--- src/verilog/lsg_defines.svh ---
`ifndef LSG_DEFINES_SVH
`define LSG_DEFINES_SVH

// Register offsets
`define LSG_OFS_IDENT     4'hD
`define LSG_OFS_VALID     4'hE
`define LSG_OFS_GAIN      4'hF
`define LSG_OFS_IRQ_STAT  4'h0
`define LSG_OFS_IRQ_MASK  4'h1

// Identity register fields
`define LSG_ID_VARIANT    6
`define LSG_ID_REV_HI     5
`define LSG_ID_REV_LO     2
`define LSG_ID_RXBOOST    1
`define LSG_ID_TXCUT      0

// Validation register fields
`define LSG_VAL_PENDING   2
`define LSG_VAL_RUNNING   1
`define LSG_VAL_WRONG     0

// Gain register fields
`define LSG_GN_TXMUTE     7
`define LSG_GN_TXSEL_HI   6
`define LSG_GN_TXSEL_LO   4
`define LSG_GN_RXMUTE     3
`define LSG_GN_RXSEL_HI   2
`define LSG_GN_RXSEL_LO   0

// Interrupt status bits
`define LSG_IRQ_DONE      0
`define LSG_IRQ_WRONG     1

// Reset values
`define LSG_RST_GAIN      8'h00
`define LSG_RST_LEGACY    2'h0
`define LSG_RST_IRQ       2'h0

// Verification check duration
`define LSG_CHECK_NS      64
`define LSG_CLK_NS        4
`define LSG_CHECK_CYC     ((`LSG_CHECK_NS + `LSG_CLK_NS - 1) / `LSG_CLK_NS)

`endif

--- src/verilog/lsg_pkg.sv ---
package lsg_pkg;

    // Verification sequencer states
    typedef enum logic [1:0] {
        LSG_IDLE,
        LSG_RUN,
        LSG_DONE
    } lsg_state_t;

    // Gain levels in half-dB steps, monitor attenuation in tenths of dB
    typedef struct packed {
        logic       tx_mute;
        logic [4:0] tx_atten_hdb;
        logic       rx_mute;
        logic [4:0] rx_gain_hdb;
        logic [5:0] mon_atten_tdb;
        logic       monitor_sel;
    } lsg_path_t;

    // Plain register port request
    typedef struct packed {
        logic [3:0] addr;
        logic [7:0] wdata;
        logic       wr;
        logic       rd;
    } lsg_bus_t;

endpackage

--- src/verilog/lsg_regs.sv ---
// Decided for this implementation: the plain strobed port.
`include "lsg_defines.svh"

module lsg_regs
    import lsg_pkg::*;
(
    input  wire logic       MCLK,
    input  wire logic       RST_N,
    input  wire logic [3:0] ADDR,
    input  wire logic [7:0] WDATA,
    input  wire logic       WR,
    input  wire logic       RD,
    output logic [7:0]      RDATA,
    input  wire logic       LINE_ENABLE,
    input  wire logic       LINE_INTL,
    input  wire logic [3:0] LINE_REV,
    input  wire logic       LINE_PART_OK,
    input  wire logic       ON_HOOK,
    input  wire logic       MONITOR_ON,
    output logic            TX_MUTE,
    output logic [4:0]      TX_ATTEN_HDB,
    output logic            RX_MUTE,
    output logic [4:0]      RX_GAIN_HDB,
    output logic [5:0]      MON_ATTEN_TDB,
    output logic            MONITOR_SEL,
    output logic            DATA_ENABLE,
    output logic            IRQ
);

    ////////////////////////////////////////////////////////////////////////
    // Reset release through two flops
    logic rst_meta_r;
    logic rst_sync_r;

    always_ff @(posedge MCLK or negedge RST_N) begin
        if (!RST_N) begin
            rst_meta_r <= 1'b0;
            rst_sync_r <= 1'b0;
        end else begin
            rst_meta_r <= 1'b1;
            rst_sync_r <= rst_meta_r;
        end
    end

    ////////////////////////////////////////////////////////////////////////
    // Bus request bundle and address decode
    lsg_bus_t   bus;
    wire logic  hit_ident;
    wire logic  hit_valid;
    wire logic  hit_gain;
    wire logic  hit_stat;
    wire logic  hit_mask;

    assign bus       = '{addr: ADDR, wdata: WDATA, wr: WR, rd: RD};
    assign hit_ident = (bus.addr == `LSG_OFS_IDENT);
    assign hit_valid = (bus.addr == `LSG_OFS_VALID);
    assign hit_gain  = (bus.addr == `LSG_OFS_GAIN);
    assign hit_stat  = (bus.addr == `LSG_OFS_IRQ_STAT);
    assign hit_mask  = (bus.addr == `LSG_OFS_IRQ_MASK);

    ////////////////////////////////////////////////////////////////////////
    // Verification sequencer
    logic v_pending;
    logic v_running;
    logic v_wrong;
    logic v_done;

    lsg_verify u_verify (
        .clk        (MCLK),
        .rst_n      (rst_sync_r),
        .enable     (LINE_ENABLE),
        .part_ok    (LINE_PART_OK),
        .pending    (v_pending),
        .running    (v_running),
        .wrong      (v_wrong),
        .done_pulse (v_done)
    );

    ////////////////////////////////////////////////////////////////////////
    // Writable registers
    logic [7:0] gain_r;
    logic [1:0] legacy_r;
    logic [1:0] irq_stat_r;
    logic [1:0] irq_mask_r;
    logic [1:0] irq_set;
    logic [1:0] irq_clr;
    logic [1:0] irq_stat_nxt;

    // Events: check finished, wrong part found
    assign irq_set      = {v_done & ~LINE_PART_OK, v_done};
    assign irq_clr      = (bus.wr && hit_stat) ? bus.wdata[1:0] : 2'h0;
    assign irq_stat_nxt = (irq_stat_r & ~irq_clr) | irq_set;  // Set wins

    always_ff @(posedge MCLK or negedge rst_sync_r) begin
        if (!rst_sync_r) begin
            gain_r     <= `LSG_RST_GAIN;
            legacy_r   <= `LSG_RST_LEGACY;
            irq_stat_r <= `LSG_RST_IRQ;
            irq_mask_r <= `LSG_RST_IRQ;
        end else begin
            if (bus.wr && hit_gain)
                gain_r <= bus.wdata;
            if (bus.wr && hit_ident)
                legacy_r <= bus.wdata[1:0];
            if (bus.wr && hit_mask)
                irq_mask_r <= bus.wdata[1:0];
            irq_stat_r <= irq_stat_nxt;
        end
    end

    ////////////////////////////////////////////////////////////////////////
    // Read data mux
    wire logic [7:0] ident_val;
    wire logic [7:0] valid_val;
    wire logic [7:0] rd_mux;
    logic [7:0]      rdata_r;

    assign ident_val = {1'b0,
                        LINE_INTL,
                        LINE_REV,
                        legacy_r};
    assign valid_val = {5'h00, v_pending, v_running, v_wrong};
    assign rd_mux    = hit_ident ? ident_val :
                       hit_valid ? valid_val :
                       hit_gain  ? gain_r :
                       hit_stat  ? {6'h00, irq_stat_r} :
                       hit_mask  ? {6'h00, irq_mask_r} :
                       8'h00;

    always_ff @(posedge MCLK or negedge rst_sync_r) begin
        if (!rst_sync_r)
            rdata_r <= 8'h00;
        else
            rdata_r <= bus.rd ? rd_mux : 8'h00;
    end

    assign RDATA = rdata_r;

    ////////////////////////////////////////////////////////////////////////
    // Path settings decode
    lsg_path_t path;

    lsg_gain_map u_map (
        .gain_reg   (gain_r),
        .legacy     (legacy_r),
        .on_hook    (ON_HOOK),
        .monitor_on (MONITOR_ON),
        .path       (path)
    );

    ////////////////////////////////////////////////////////////////////////
    // Registered path outputs
    lsg_path_t path_r;
    logic      data_en_r;

    always_ff @(posedge MCLK or negedge rst_sync_r) begin
        if (!rst_sync_r) begin
            path_r    <= '0;
            data_en_r <= 1'b0;
        end else begin
            path_r    <= path;
            // Data flows only after a passing check
            data_en_r <= ~v_pending & ~v_running & ~v_wrong;
        end
    end

    assign TX_MUTE       = path_r.tx_mute;
    assign TX_ATTEN_HDB  = path_r.tx_atten_hdb;
    assign RX_MUTE       = path_r.rx_mute;
    assign RX_GAIN_HDB   = path_r.rx_gain_hdb;
    assign MON_ATTEN_TDB = path_r.mon_atten_tdb;
    assign MONITOR_SEL   = path_r.monitor_sel;
    assign DATA_ENABLE   = data_en_r;
    assign IRQ           = |(irq_stat_r & irq_mask_r);

endmodule

--- src/verilog/lsg_verify.sv ---
`include "lsg_defines.svh"

module lsg_verify
    import lsg_pkg::*;
(
    input  wire logic clk,
    input  wire logic rst_n,
    input  wire logic enable,
    input  wire logic part_ok,
    output logic      pending,
    output logic      running,
    output logic      wrong,
    output logic      done_pulse
);

    lsg_state_t state_r;
    lsg_state_t state_nxt;
    logic [5:0] cnt_r;
    logic [5:0] cnt_nxt;
    logic       wrong_r;
    logic       wrong_nxt;
    logic       finish;

    ////////////////////////////////////////////////////////////////////////
    // Check runs once after the line chip is first enabled
    assign finish = (state_r == LSG_RUN) &&
                    (cnt_r == 6'(`LSG_CHECK_CYC - 1));

    always_comb begin
        state_nxt = state_r;
        cnt_nxt   = cnt_r;
        wrong_nxt = wrong_r;
        case (state_r)
            LSG_IDLE: begin
                if (enable) begin
                    state_nxt = LSG_RUN;
                    cnt_nxt   = 6'h00;
                end
            end
            LSG_RUN: begin
                cnt_nxt = cnt_r + 6'h01;
                if (finish) begin
                    state_nxt = LSG_DONE;
                    wrong_nxt = ~part_ok;
                end
            end
            LSG_DONE: state_nxt = LSG_DONE;
            default:  state_nxt = LSG_IDLE;
        endcase
    end

    always_ff @(posedge clk or negedge rst_n) begin
        if (!rst_n) begin
            state_r <= LSG_IDLE;
            cnt_r   <= 6'h00;
            wrong_r <= 1'b0;
        end else begin
            state_r <= state_nxt;
            cnt_r   <= cnt_nxt;
            wrong_r <= wrong_nxt;
        end
    end

    ////////////////////////////////////////////////////////////////////////
    // Status outputs
    assign pending    = (state_r != LSG_DONE);
    assign running    = (state_r == LSG_RUN);
    assign wrong      = wrong_r;
    assign done_pulse = finish;

endmodule

--- src/verilog/lsg_gain_map.sv ---
`include "lsg_defines.svh"

module lsg_gain_map
    import lsg_pkg::*;
(
    input  wire logic [7:0] gain_reg,
    input  wire logic [1:0] legacy,
    input  wire logic       on_hook,
    input  wire logic       monitor_on,
    output lsg_path_t       path
);

    ////////////////////////////////////////////////////////////////////////
    // Step decoding shared by both three-bit selectors
    function automatic logic [4:0] step_hdb(input logic [2:0] code);
        if (code[2])
            step_hdb = 5'h18;            // 12 dB
        else
            step_hdb = {1'b0, code[1:0], 2'h0} + {2'h0, code[1:0], 1'b0};
    endfunction

    function automatic logic [5:0] mon_tdb(input logic [2:0] code);
        case (code[1:0])
            2'h0:    mon_tdb = 6'h00;
            2'h1:    mon_tdb = 6'h0A;    // 1 dB
            2'h2:    mon_tdb = 6'h16;    // 2.2 dB
            default: mon_tdb = 6'h23;    // 3.5 dB
        endcase
        if (code[2])
            mon_tdb = 6'h32;             // 5 dB
    endfunction

    wire logic [2:0] tx_atten_sel;
    wire logic [2:0] rx_gain_sel;
    wire logic       legacy_rx_boost;
    wire logic       legacy_tx_cut;

    assign tx_atten_sel    = gain_reg[`LSG_GN_TXSEL_HI:`LSG_GN_TXSEL_LO];
    assign rx_gain_sel     = gain_reg[`LSG_GN_RXSEL_HI:`LSG_GN_RXSEL_LO];
    assign legacy_rx_boost = legacy[`LSG_ID_RXBOOST];
    assign legacy_tx_cut   = legacy[`LSG_ID_TXCUT];

    ////////////////////////////////////////////////////////////////////////
    // Path settings; legacy bits add on top of the selectors
    assign path.tx_mute       = gain_reg[`LSG_GN_TXMUTE];
    assign path.tx_atten_hdb  = step_hdb(tx_atten_sel)
                              + (legacy_tx_cut ? 5'h06 : 5'h00);
    assign path.rx_mute       = gain_reg[`LSG_GN_RXMUTE];
    assign path.rx_gain_hdb   = step_hdb(rx_gain_sel)
                              + (legacy_rx_boost ? 5'h0C : 5'h00);
    assign path.mon_atten_tdb = mon_tdb(rx_gain_sel);
    assign path.monitor_sel   = on_hook & monitor_on;

endmodule

--- config.mk ---
export PLATFORM = sky130hd
export DESIGN_NAME = lsg_regs
export DESIGN_NICKNAME = d
export VERILOG_FILES = /design/src/verilog/lsg_pkg.sv /design/src/verilog/lsg_regs.sv /design/src/verilog/lsg_verify.sv /design/src/verilog/lsg_gain_map.sv
export VERILOG_INCLUDE_DIRS = /design/src /design/src/verilog
export SDC_FILE = /design/constraint.sdc
export NUM_CORES = 1
export LEC_CHECK = 0
export ABC_AREA = 1
export BUFFER_PORTS_ARGS = -buffer_cell sky130_fd_sc_hd__buf_2
export CORE_UTILIZATION = 50
export DETAILED_ROUTE_END_ITERATION = 7
export GPL_TIMING_DRIVEN = 0
export PLACE_DENSITY = 0.77
export SLEW_MARGIN = 5
export SYNTH_ARGS = -nofsm -noshare
export SYNTH_HDL_FRONTEND = slang
export SYNTH_SLANG_ARGS = --single-unit
--- constraint.sdc ---
create_clock -name MCLK -period 5 [get_ports MCLK]
set_clock_uncertainty 0.2 [all_clocks]
set_input_delay 1 -clock MCLK [delete_from_list [all_inputs] [get_ports MCLK]]
set_output_delay 1 -clock MCLK [all_outputs]
set_load 0.02 [all_outputs]
==> impl_metrics.yaml, run 1 <==
flow_run:
  drv_cap: 0
clocking:
  cts_buffers: 5
  htreeDepth: 2
  cts_resized: 0
  clk_latency_ns: 0.30
  clock-sinks: 51
  cts.clk_slew.worst_paths_ns: 0.09
  cts_setup_buffers: 0
  tritoncts: "built"
  root_buffer: "clkbuf_8"
  clk_path_buf_depth: 2
  cts_hold_buf: 0
drt:
  ant_nets: 0
  routed_wl_mm: 4.24
  first_iter_violations: 122
  drt_first_pass_iters: 8
  viasPerCell: 4.86
  via_count: 1800
  remaining_drc_errors: 0
  wl_per_cell_um: 11.5
finish:
  area_growth_pct: 18.1
  n_antenna_cell: 0
  register_area_um2: 1280
  fillers: 395
  layout.nets: 358
  multi_input_area_um2: 915
  drive_above_1_share_pct: 23.9
critical_path:
  worst_setup_path_start_kind: "register"
  end_kind: "primary output"
  r2r_slack_ns: 3.01
  crit_required_ns: 3.80
  crit_start: "irq_stat_r[1]"
  rr_startpoint: "gain_r[0]"
  endpoint: "IRQ"
  crit_fanout: 2
  rr_worst_depth: 8
  r2r-end: "RX_GAIN_HDB[4]"
  criticalPathCategory: "reg2out"
  critPathArrivalTime_ns: 1.05
grt:
  track_usage_pct: 19.1
  antenna_found_initial: 0
  grt_overflow: 0
  grt_first_pass_wirelength_mm: 7.45
  grt_start_max_net_pins: 34
  grt_pass1_vias: 1648
synthesis:
  syn_avg_cell_area_um2: 9.25
  yosys.area_share.simple_pct: 19.8
  ys_top_cells_by_area: "dfrtp_1 (53%), ha_1 (7.3%), nand2_1 (7.1%)"
  ys_types: 28
  yosysTopAreaCell: "dfrtp_1"
  synth_top_area_share_pct: 53.5
  synth-xor-area-share_pct: 1.47
  yosys-top-cells-count: "dfrtp_1 (51), nand2_1 (45), inv_1 (42), nor2_1 (30), nand3_1 (17)"
  syn_area_um2: 2390
  synth_fa_ha_area_share_pct: 9.01
  yosys-mux-area-fraction_pct: 0
  synth_top_family_by_area: "simple AND/OR/NAND/NOR gates"
  yosysMostFrequentCell: "dfrtp_1"
  synth-warning-count: 0
  ys_ff_latch: 51
  ys.flop_type: "dfrtp_1"
  synth-compound-area-share_pct: 7.55
  synth_edf_count: 0
  synth_cells: 258
  ys_seq_area_share_pct: 53.5
  synthArstFlopShare_pct: 100
placed_design:
  hpwlAfterDp_mm: 3.23
  portBuffers: 50
  gp_congestion: 0.779
pwr:
  p_total_w: 0.00110
  p_leak_nw: 1.52
  powerDensity_nw_per_um2: 389
  worst_ir_drop_vdd_mv: 0.257
sta:
  setup_viol: 0
  max_freq_mhz: 444
  tns_ns: 0
  period_needed_ns: 2.25
  finalHoldViolCount: 0
  fin_crit_sh_pct: 45.1
  rsz0062_at_grt: "no"
  slew_viol_final: 0
floorplanning:
  die_y_um: 71.1
  start_util_pct: 53.4
  die_w_um: 71.1
  dieArea_um2: 5060
  rows: 24
  num_io_pins: 54
  core_um2: 4470
worst_hold_path:
  hp-class: "reg2async"
run_status:
  status: "completed"
==> how the worst min path moves through the flow <==
stage | start | to | slack [ns]
floorplan | rst_meta_r | rst_sync_r | 0.13
global placement | rst_meta_r | rst_sync_r | 0.14
detailed placement | rst_sync_r | RX_GAIN_HDB[4] | 0.02
finish | rst_sync_r | u_verify.cnt_r[3] | 0.006
CTS | rst_sync_r | RX_GAIN_HDB[4] | 0.03
global route | rst_sync_r | RX_GAIN_HDB[4] | 0.05
==> cell families (layout without fill, tap and decap cells) <==
logic type               count (synthesis)  after routing
AND/OR/NAND/NOR                        107            107
XOR/XNOR                                 4              4
buffers and inverters                   49            108
AO/OA/AOI/OAI                           29             29
other                                    2              3
flip-flops                              51             51
adder cells (fa/ha/maj)                 16             16
==> cell type report <==
type | instances | area share (%)
Timing Repair Buffer | 51 | 9.59
Clock buffer | 7 | 3.06
Sequential cell | 51 | 45.3
Multi-Input combinational cell | 159 | 32.4
Buffer | 6 | 1.38
Inverter | 43 | 5.73
Clock inverter | 1 | 0.178
Tap cell | 52 | 2.31
==> per-layer routing <==
layer | vias to the layer above | share of wire [%] | GRT usage [%]
met1 | 826 | 48 | 25.8
met3 | 6 | 4.8 | 4.56
met4 | 0 | 1.0 | 5.11
met5 | - | 0 | 0
met2 | 52 | 46 | 31.0
li1 | 916 | - | -
==> metrics by stage <==
stage                     instance area, µm²  cells  utilization (%)  hold slack, ns  worst slack, ns
after floorplan                         2390    259                -           0.131             3.06
after global placement                  2710    361             60.5           0.136             2.78
after detailed placement                2730    362             61.0          0.0171             2.79
after CTS                               2820    370             63.0          0.0254             2.74
after global routing                    2820    370             63.0          0.0531             2.67
final                                   2820    370             63.0         0.00608             2.75
==> sequential cells by signal (all words and copies together) (netlist names), 4 cells and up <==
name / count
gain_r: 8
RDATA: 8
u_verify.cnt_r: 6
MON_ATTEN_TDB: 6
RX_GAIN_HDB: 4
TX_ATTEN_HDB: 4
==> worst max-delay path, cell delays in order (launching register included) <==
cell     delay [ns]
dfrtp_1        0.35
inv_1          0.06
o22ai_1        0.16
buf_2          0.18
==> report_power, final <==
part           leakage [nW]  switching [W]  internal [W]
clock                0.0482       0.000126      0.000112
sequential            0.630      0.0000447      0.000488
combinational         0.847       0.000212      0.000113
==> cell usage in the layout (no fill, tap or decap) <==
cell	Yosys	final
dfrtp_1	51	50
nand2_1	45	45
a21oi_2	4	4
nand4_1	7	7
o211ai_1	2	2
buf_12	0	1
nor2_1	30	30
inv_2	1	1
nor2_4	2	2
nand2_4	1	1
conb_1	2	3
xor2_1	3	3
o21ai_2	3	3
clkbuf_1	2	3
xnor2_1	1	1
nand2_2	2	2
nand3_1	17	17
o22ai_1	1	1
inv_1	42	42
a21oi_1	3	3
buf_6	1	1
clkinv_2	0	1
buf_4	2	2
o21ai_0	15	15
fa_1	2	2
buf_2	1	51
ha_1	14	14
clkbuf_8	0	6
o21bai_1	1	1
dfrtp_2	0	1
nor3_1	2	2
or2_0	1	1
No activity file was read; power rests on OpenSTA's default activity.
==> run 2: changes to the inputs <==
--- a/config.mk
+++ b/config.mk
@@ -6,9 +6,9 @@
 export SDC_FILE = /design/constraint.sdc
 export NUM_CORES = 1
 export LEC_CHECK = 0
-export ABC_AREA = 1
+export ABC_AREA = 0
 export BUFFER_PORTS_ARGS = -buffer_cell sky130_fd_sc_hd__buf_2
-export CORE_UTILIZATION = 50
+export CORE_UTILIZATION = 48
 export DETAILED_ROUTE_END_ITERATION = 7
 export GPL_TIMING_DRIVEN = 0
 export PLACE_DENSITY = 0.77
==> constraint.sdc (replaced) <==
create_clock -name MCLK -period 1.9 [get_ports MCLK]
set_clock_uncertainty 0.2 [all_clocks]
set_input_delay 0.38 -clock MCLK [delete_from_list [all_inputs] [get_ports MCLK]]
set_output_delay 0.38 -clock MCLK [all_outputs]
set_load 0.02 [all_outputs]
==> impl_metrics.yaml, run 2 <==
run_status:
  status: "finished with violations"
  violations: "setup timing"
critical_path:
  critical_path.top_delay_family: "flip-flops"
  worst_setup_path_start_kind: "register"
  cp_slowest_stage_delay_ns: 0.41
  r2r-end: "TX_ATTEN_HDB[4]"
  crit_fanout: 2
  crit_chain: "inv_2, ha_4, or2_4, inv_4, ha_4, a21oi_4, nor2b_1, o32a_1"
  rr_worst_depth: 8
  criticalPathCategory: "reg2reg"
  r2r_slack_ns: -0.07
  end_kind: "register"
  cpMostUsedCell: "ha_4"
  critPathArrivalTime_ns: 1.96
  path_buf_inv: 2
  rr_startpoint: "gain_r[4]"
  crit_required_ns: 1.89
  crit_path_top_delay_cell: "dfrtp_1"
synthesis:
  synth_cells: 201
  yosys-top-cells-count: "dfrtp_1 (51), inv_1 (17), ha_1 (14), nor2b_1 (13), nand2_1 (10)"
  yosysMostFrequentCell: "dfrtp_1"
  ys_seq_area_share_pct: 52.8
  synth_top_area_share_pct: 52.8
  synth-warning-count: 0
  ys_ff_latch: 51
  ys.flop_type: "dfrtp_1"
  syn_area_um2: 2410
  synth_edf_count: 0
  ys_types: 48
  synthArstFlopShare_pct: 100
  yosysTopAreaCell: "dfrtp_1"
  syn_avg_cell_area_um2: 12.0
  ys_top_cells_by_area: "dfrtp_1 (53%), ha_1 (7.3%), mux2_2 (4.2%)"
pwr:
  worst_ir_drop_vdd_mv: 0.495
  p_seq_share_pct: 45.0
  p_comb_share_pct: 36.4
  power.switching_w: 0.00118
  powerDensity_nw_per_um2: 1130
  clkPwrFrac_pct: 18.6
  intPower_w: 0.00218
  p_leak_nw: 1.50
  swShare_pct: 35.2
flow_run:
  drv_cap: 0
drt:
  ant_nets: 0
  first_iter_violations: 63
  drt_first_pass_iters: 4
  wl_per_cell_um: 13.3
  viasPerCell: 5.01
  via_count: 1685
  remaining_drc_errors: 0
  routed_wl_mm: 4.46
worst_hold_path:
  holdPathStages: 2
  hp-class: "in2reg"
  worstHoldStart: "LINE_PART_OK"
  worstHoldEndpoint: "irq_stat_r[1]"
clocking:
  tritoncts: "built"
  clk_latency_ns: 0.30
  cts.clk_slew.worst_paths_ns: 0.09
  clock-sinks: 51
  htreeDepth: 2
  cts_buffers: 5
  clk_path_buf_depth: 2
  root_buffer: "clkbuf_8"
placed_design:
  dp_cells: 321
  gp_congestion: 0.807
  hpwlAfterDp_mm: 3.22
  portBuffers: 51
  dpl_cell_area_um2: 2810
sta:
  tightestPinTransition_ns: 0.597
  tns_ns: -0.125
  fin_crit_sh_pct: 104
  setup_viol: 3
  finalHoldViolCount: 0
  period_needed_ns: 1.97
  rsz0062_at_grt: "yes"
  slew_headroom_pct: 60.2
  slew_viol_final: 0
  hold_slack_ns: 0.0748
  setup_ws_ns: -0.0710
  max_freq_mhz: 507
finish:
  final_area_um2: 2990
  multi_input_area_um2: 1090
  layout_commonest_cell: "buf_2"
  drive_above_1_share_pct: 38.7
  fillers: 396
  final_cell_mix: "buf_2 (53), dfrtp_1 (50), inv_1 (15)"
  register_area_um2: 1280
  n_antenna_cell: 0
  area_growth_pct: 23.7
  layout.nets: 310
  postLayoutCoreUtil_pct: 62.4
  instances_no_fill: 336
floorplanning:
  core_um2: 4790
  start_util_pct: 50.5
  rows: 25
  die_y_um: 72.9
  die_w_um: 72.9
  num_io_pins: 54
  dieArea_um2: 5320
grt:
  grt_first_pass_wirelength_mm: 7.53
  grt_overflow: 0
  track_usage_pct: 19.0
  grt_start_max_net_pins: 26
  grt_pass1_vias: 1628
  antenna_found_initial: 0
## run 2: cell types whose count changed after synthesis, sizes merged, moves of 4 or more
cell   delta
nand3     -8
nor2b    +13
o21ai    -14
mux2i     +7
a21oi     -4
a22oi     +4
inv      -26
nor2     -24
mux2     +13
nand4     -5
nand2    -37
## run 2: how the worst max path moves through the flow
stage,from,endpoint,depth (start not counted)
4_1_cts,gain_r[4],TX_ATTEN_HDB[4],8
3_5_place_dp,gain_r[4],TX_ATTEN_HDB[4],8
6_report,gain_r[4],TX_ATTEN_HDB[4],8
5_1_grt,gain_r[4],TX_ATTEN_HDB[4],8
3_3_place_gp,rst_sync_r,MON_ATTEN_TDB[1],0
2_1_floorplan,gain_r[4],TX_ATTEN_HDB[4],8
## run 2: logic make-up after synthesis
group           synth area share [%]
simple gates                    15.4
flops                           52.8
compound gates                  8.24
buf+inv                         4.30
mux                             9.27
fa+ha+maj                       8.91
other cells                    0.311
xor+xnor                       0.726
## run 2: final cells by class
cell class	count	area share [%]
inverters	17	2.22
flip-flops and latches	51	42.8
clock inverters	1	0.168
repair buffers	60	11.6
well taps	67	2.81
multi-input cells	128	36.4
plain buffers	6	1.34
clock buffers	6	2.76
## run 2: metrics by stage
stage          total power [W]  worst slack [ns]
2_1_floorplan          0.00231           -0.0501
3_3_place_gp           0.00260            -0.369
3_5_place_dp           0.00265            -0.202
4_1_cts                0.00333           -0.0893
5_1_grt                0.00361            -0.143
6_report               0.00336           -0.0710
## run 2: routing by layer
metal	global-route usage (%)	vias to the layer above	routed length, µm
met1	24.5	811	2030
met5	0	-	0
met4	9.80	0	82
met3	3.59	7	153
li1	-	827	-
met2	30.7	40	2190
## run 2: timing repair
item	in CTS	in global routing
hold buffers	1	0
hold endpoints to repair	2	0
pin swaps	3	1
endpoints found under the setup margin	5	9
resized for setup	3	4
setup buffers	5	2
## run 2: worst reg2reg max path, cell delays in order (launching register included)
cell and delay (ns):
dfrtp_1 0.41, inv_2 0.09, ha_4 0.20, or2_4 0.24, inv_4 0.06, ha_4 0.20
a21oi_4 0.13, nor2b_1 0.06, o32a_1 0.27
## run 2: power by group through the flow
stage	sequential [W]	combinational, W	clock [W]
2_1_floorplan	0.00169	0.000626	0
3_3_place_gp	0.00154	0.00106	0
3_5_place_dp	0.00155	0.00110	0
4_1_cts	0.00151	0.00117	0.000644
5_1_grt	0.00155	0.00137	0.000685
6_report	0.00151	0.00122	0.000625
==> run 3: changes to the inputs <==
--- a/config.mk
+++ b/config.mk
@@ -8,11 +8,13 @@
 export LEC_CHECK = 0
 export ABC_AREA = 0
 export BUFFER_PORTS_ARGS = -buffer_cell sky130_fd_sc_hd__buf_2
-export CORE_UTILIZATION = 48
+export CORE_MARGIN = 5
+export CORE_UTILIZATION = 49
 export DETAILED_ROUTE_END_ITERATION = 7
 export GPL_TIMING_DRIVEN = 0
-export PLACE_DENSITY = 0.77
+export PLACE_DENSITY = 0.78
 export SLEW_MARGIN = 5
 export SYNTH_ARGS = -nofsm -noshare
 export SYNTH_HDL_FRONTEND = slang
+export SYNTH_HIERARCHICAL = 1
 export SYNTH_SLANG_ARGS = --single-unit
==> impl_metrics.yaml, run 3 <==
worst_hold_path:
  hp-class: "reg2async"
grt:
  gr-usage-met1_pct: 20.3
  grt_first_pass_wirelength_mm: 7.75
  antenna_found_initial: 0
  use_met3_pct: 4.50
  use_met2_pct: 24.5
  grt_overflow: 0
  track_usage_pct: 15.6
  grt_pass1_vias: 1672
  top_usage_layer: "met2"
  grt_start_max_net_pins: 32
synthesis:
  synth_cells: 210
  synth_top_area_share_pct: 53.1
  yosysMostFrequentCell: "dfrtp_1"
  syn_area_um2: 2500
  yosys-top-cells-count: "dfrtp_1 (53), inv_1 (20), ha_1 (13), nand2_1 (13), nor2_1 (13)"
  synth_edf_count: 0
  ys_top_cells_by_area: "dfrtp_1 (53%), ha_1 (6.5%), mux2_2 (5.0%)"
  ys_seq_area_share_pct: 53.1
  synth-warning-count: 6
  syn_avg_cell_area_um2: 11.9
  ys_ff_latch: 53
  yosysTopAreaCell: "dfrtp_1"
  ys.flop_type: "dfrtp_1"
  ys_types: 52
  synthArstFlopShare_pct: 100
sta:
  fin_crit_sh_pct: 108
  max_freq_mhz: 487
  finalHoldViolCount: 0
  rsz0062_at_grt: "yes"
  setup_ws_ns: -0.153
  setup_viol: 2
  slew_viol_final: 0
  period_needed_ns: 2.05
  hold_slack_ns: 0.0283
finish:
  n_antenna_cell: 0
  final_cell_mix: "buf_2 (55), dfrtp_1 (52), inv_1 (15)"
  layout_commonest_cell: "buf_2"
  area_growth_pct: 25.3
  drive_above_1_share_pct: 40.6
  layout.nets: 320
  postLayoutCoreUtil_pct: 62.1
  fillers: 417
clocking:
  cts.clk_slew.worst_paths_ns: 0.10
  clock-sinks: 53
  clk_latency_ns: 0.31
  root_buffer: "clkbuf_8"
  htreeDepth: 2
  cts_buffers: 5
  tritoncts: "built"
  clk_path_buf_depth: 2
critical_path:
  r2r-end: "TX_ATTEN_HDB[4]"
  criticalPathCategory: "reg2reg"
  crit_chain: "ha_4, or2_4, inv_2, ha_1, a21oi_1, or4b_1, o311ai_2"
  crit_path_top_delay_cell: "or4b_1"
  end_kind: "register"
  rr_worst_depth: 7
  crit_fanout: 2
  worst_setup_path_start_kind: "register"
  cp_slowest_stage_delay_ns: 0.50
  critPathArrivalTime_ns: 2.06
  rr_startpoint: "gain_r[5]"
  r2r_slack_ns: -0.15
  crit_required_ns: 1.90
drt:
  via_count: 1708
  remaining_drc_errors: 0
  routed_wl_mm: 4.87
  first_iter_violations: 54
  viasPerCell: 4.87
  ant_nets: 0
  wl_per_cell_um: 13.9
  drt_first_pass_iters: 4
run_status:
  violations: "setup timing"
  status: "finished with violations"
floorplanning:
  start_util_pct: 49.6
  rows: 26
  die_w_um: 81.4
  die_y_um: 81.4
  num_io_pins: 54
  core_um2: 5040
  dieArea_um2: 6630
pwr:
  powerDensity_nw_per_um2: 1140
  p_leak_nw: 1.56
  worst_ir_drop_vdd_mv: 0.569
placed_design:
  post-place-ws_ns: -0.172
  portBuffers: 52
  hpwlAfterDp_mm: 3.38
  gp_congestion: 0.798
flow_run:
  drv_cap: 0
-- run 3: report_power, final --
group | internal (W) | total [W] | switching, W
sequential | 0.00136 | 0.00152 | 0.000162
combinational | 0.000589 | 0.00125 | 0.000664
clock | 0.000404 | 0.000787 | 0.000383
total | 0.00235 | 0.00356 | 0.00121
-- run 3: worst max path at each step --
stage,start,endpoint,slack (ns),cells past startpoint
final,gain_r[5],TX_ATTEN_HDB[4],-0.15,7
after global routing,gain_r[4],TX_ATTEN_HDB[4],-0.23,8
after CTS,gain_r[5],TX_ATTEN_HDB[4],-0.1,7
after detailed placement,gain_r[4],TX_ATTEN_HDB[4],-0.17,8
after global placement,rst_sync_r,u_verify/state_r[0],-0.39,0
after floorplan,gain_r[4],TX_ATTEN_HDB[4],-0.06,8
-- run 3: layout make-up --
cell class              count  area, µm²  share of cell area, %
plain buffers               8       56.3                   1.80
clock buffers               5       68.8                   2.20
clock inverters             3       50.0                   1.60
inverters                  20       75.1                   2.40
multi-input cells         130       1110                   35.6
flip-flops and latches     53       1330                   42.4
well taps                  70       87.6                   2.80
repair buffers             62        350                   11.2
-- run 3: metrics by stage --
stage	area [µm²]	total power, W	TNS, ns	cells
final	3130	0.00356	-0.166	351
after global routing	3130	0.00381	-0.364	351
after CTS	3070	0.00351	-0.101	350
after detailed placement	2870	0.00262	-0.352	334
after global placement	2850	0.00258	-20.09	333
after floorplan	2500	0.00230	-0.0596	211
-- run 3: routing by layer --
layer	wire (µm)	up-vias
li1	-	844
met5	0	-
met1	2070	817
met2	2420	42
met3	311	5
met4	76	0
-- run 3: repair_timing --
item,in CTS,in global routing
endpoints found under the hold margin,2,0
gates resized for setup,4,11
setup buffers,7,1
endpoints found under the setup margin,4,10
pin swaps,3,1
hold buffers,1,0
-- run 3: logic make-up (layout without fill, tap and decap cells) --
logic type	after synthesis	in the layout	share of synthesized area (%)
AO/OA/AOI/OAI	28	28	8.06
buffers and inverters	28	98	5.26
adder cells (fa/ha/maj)	15	15	8.11
AND/OR/NAND/NOR	60	60	14.2
flip-flops	53	53	53.1
multiplexers	22	22	10.3
other	2	3	0.301
XOR/XNOR	2	2	0.701
-- run 3: worst max-delay path, delay by kind of cell (launching register included) --
kind / cells / cell delay (ns)
compound gates: 2 / 0.17
flops: 1 / 0.42
buf+inv: 1 / 0.03
fa+ha+maj: 2 / 0.52
simple gates: 2 / 0.61
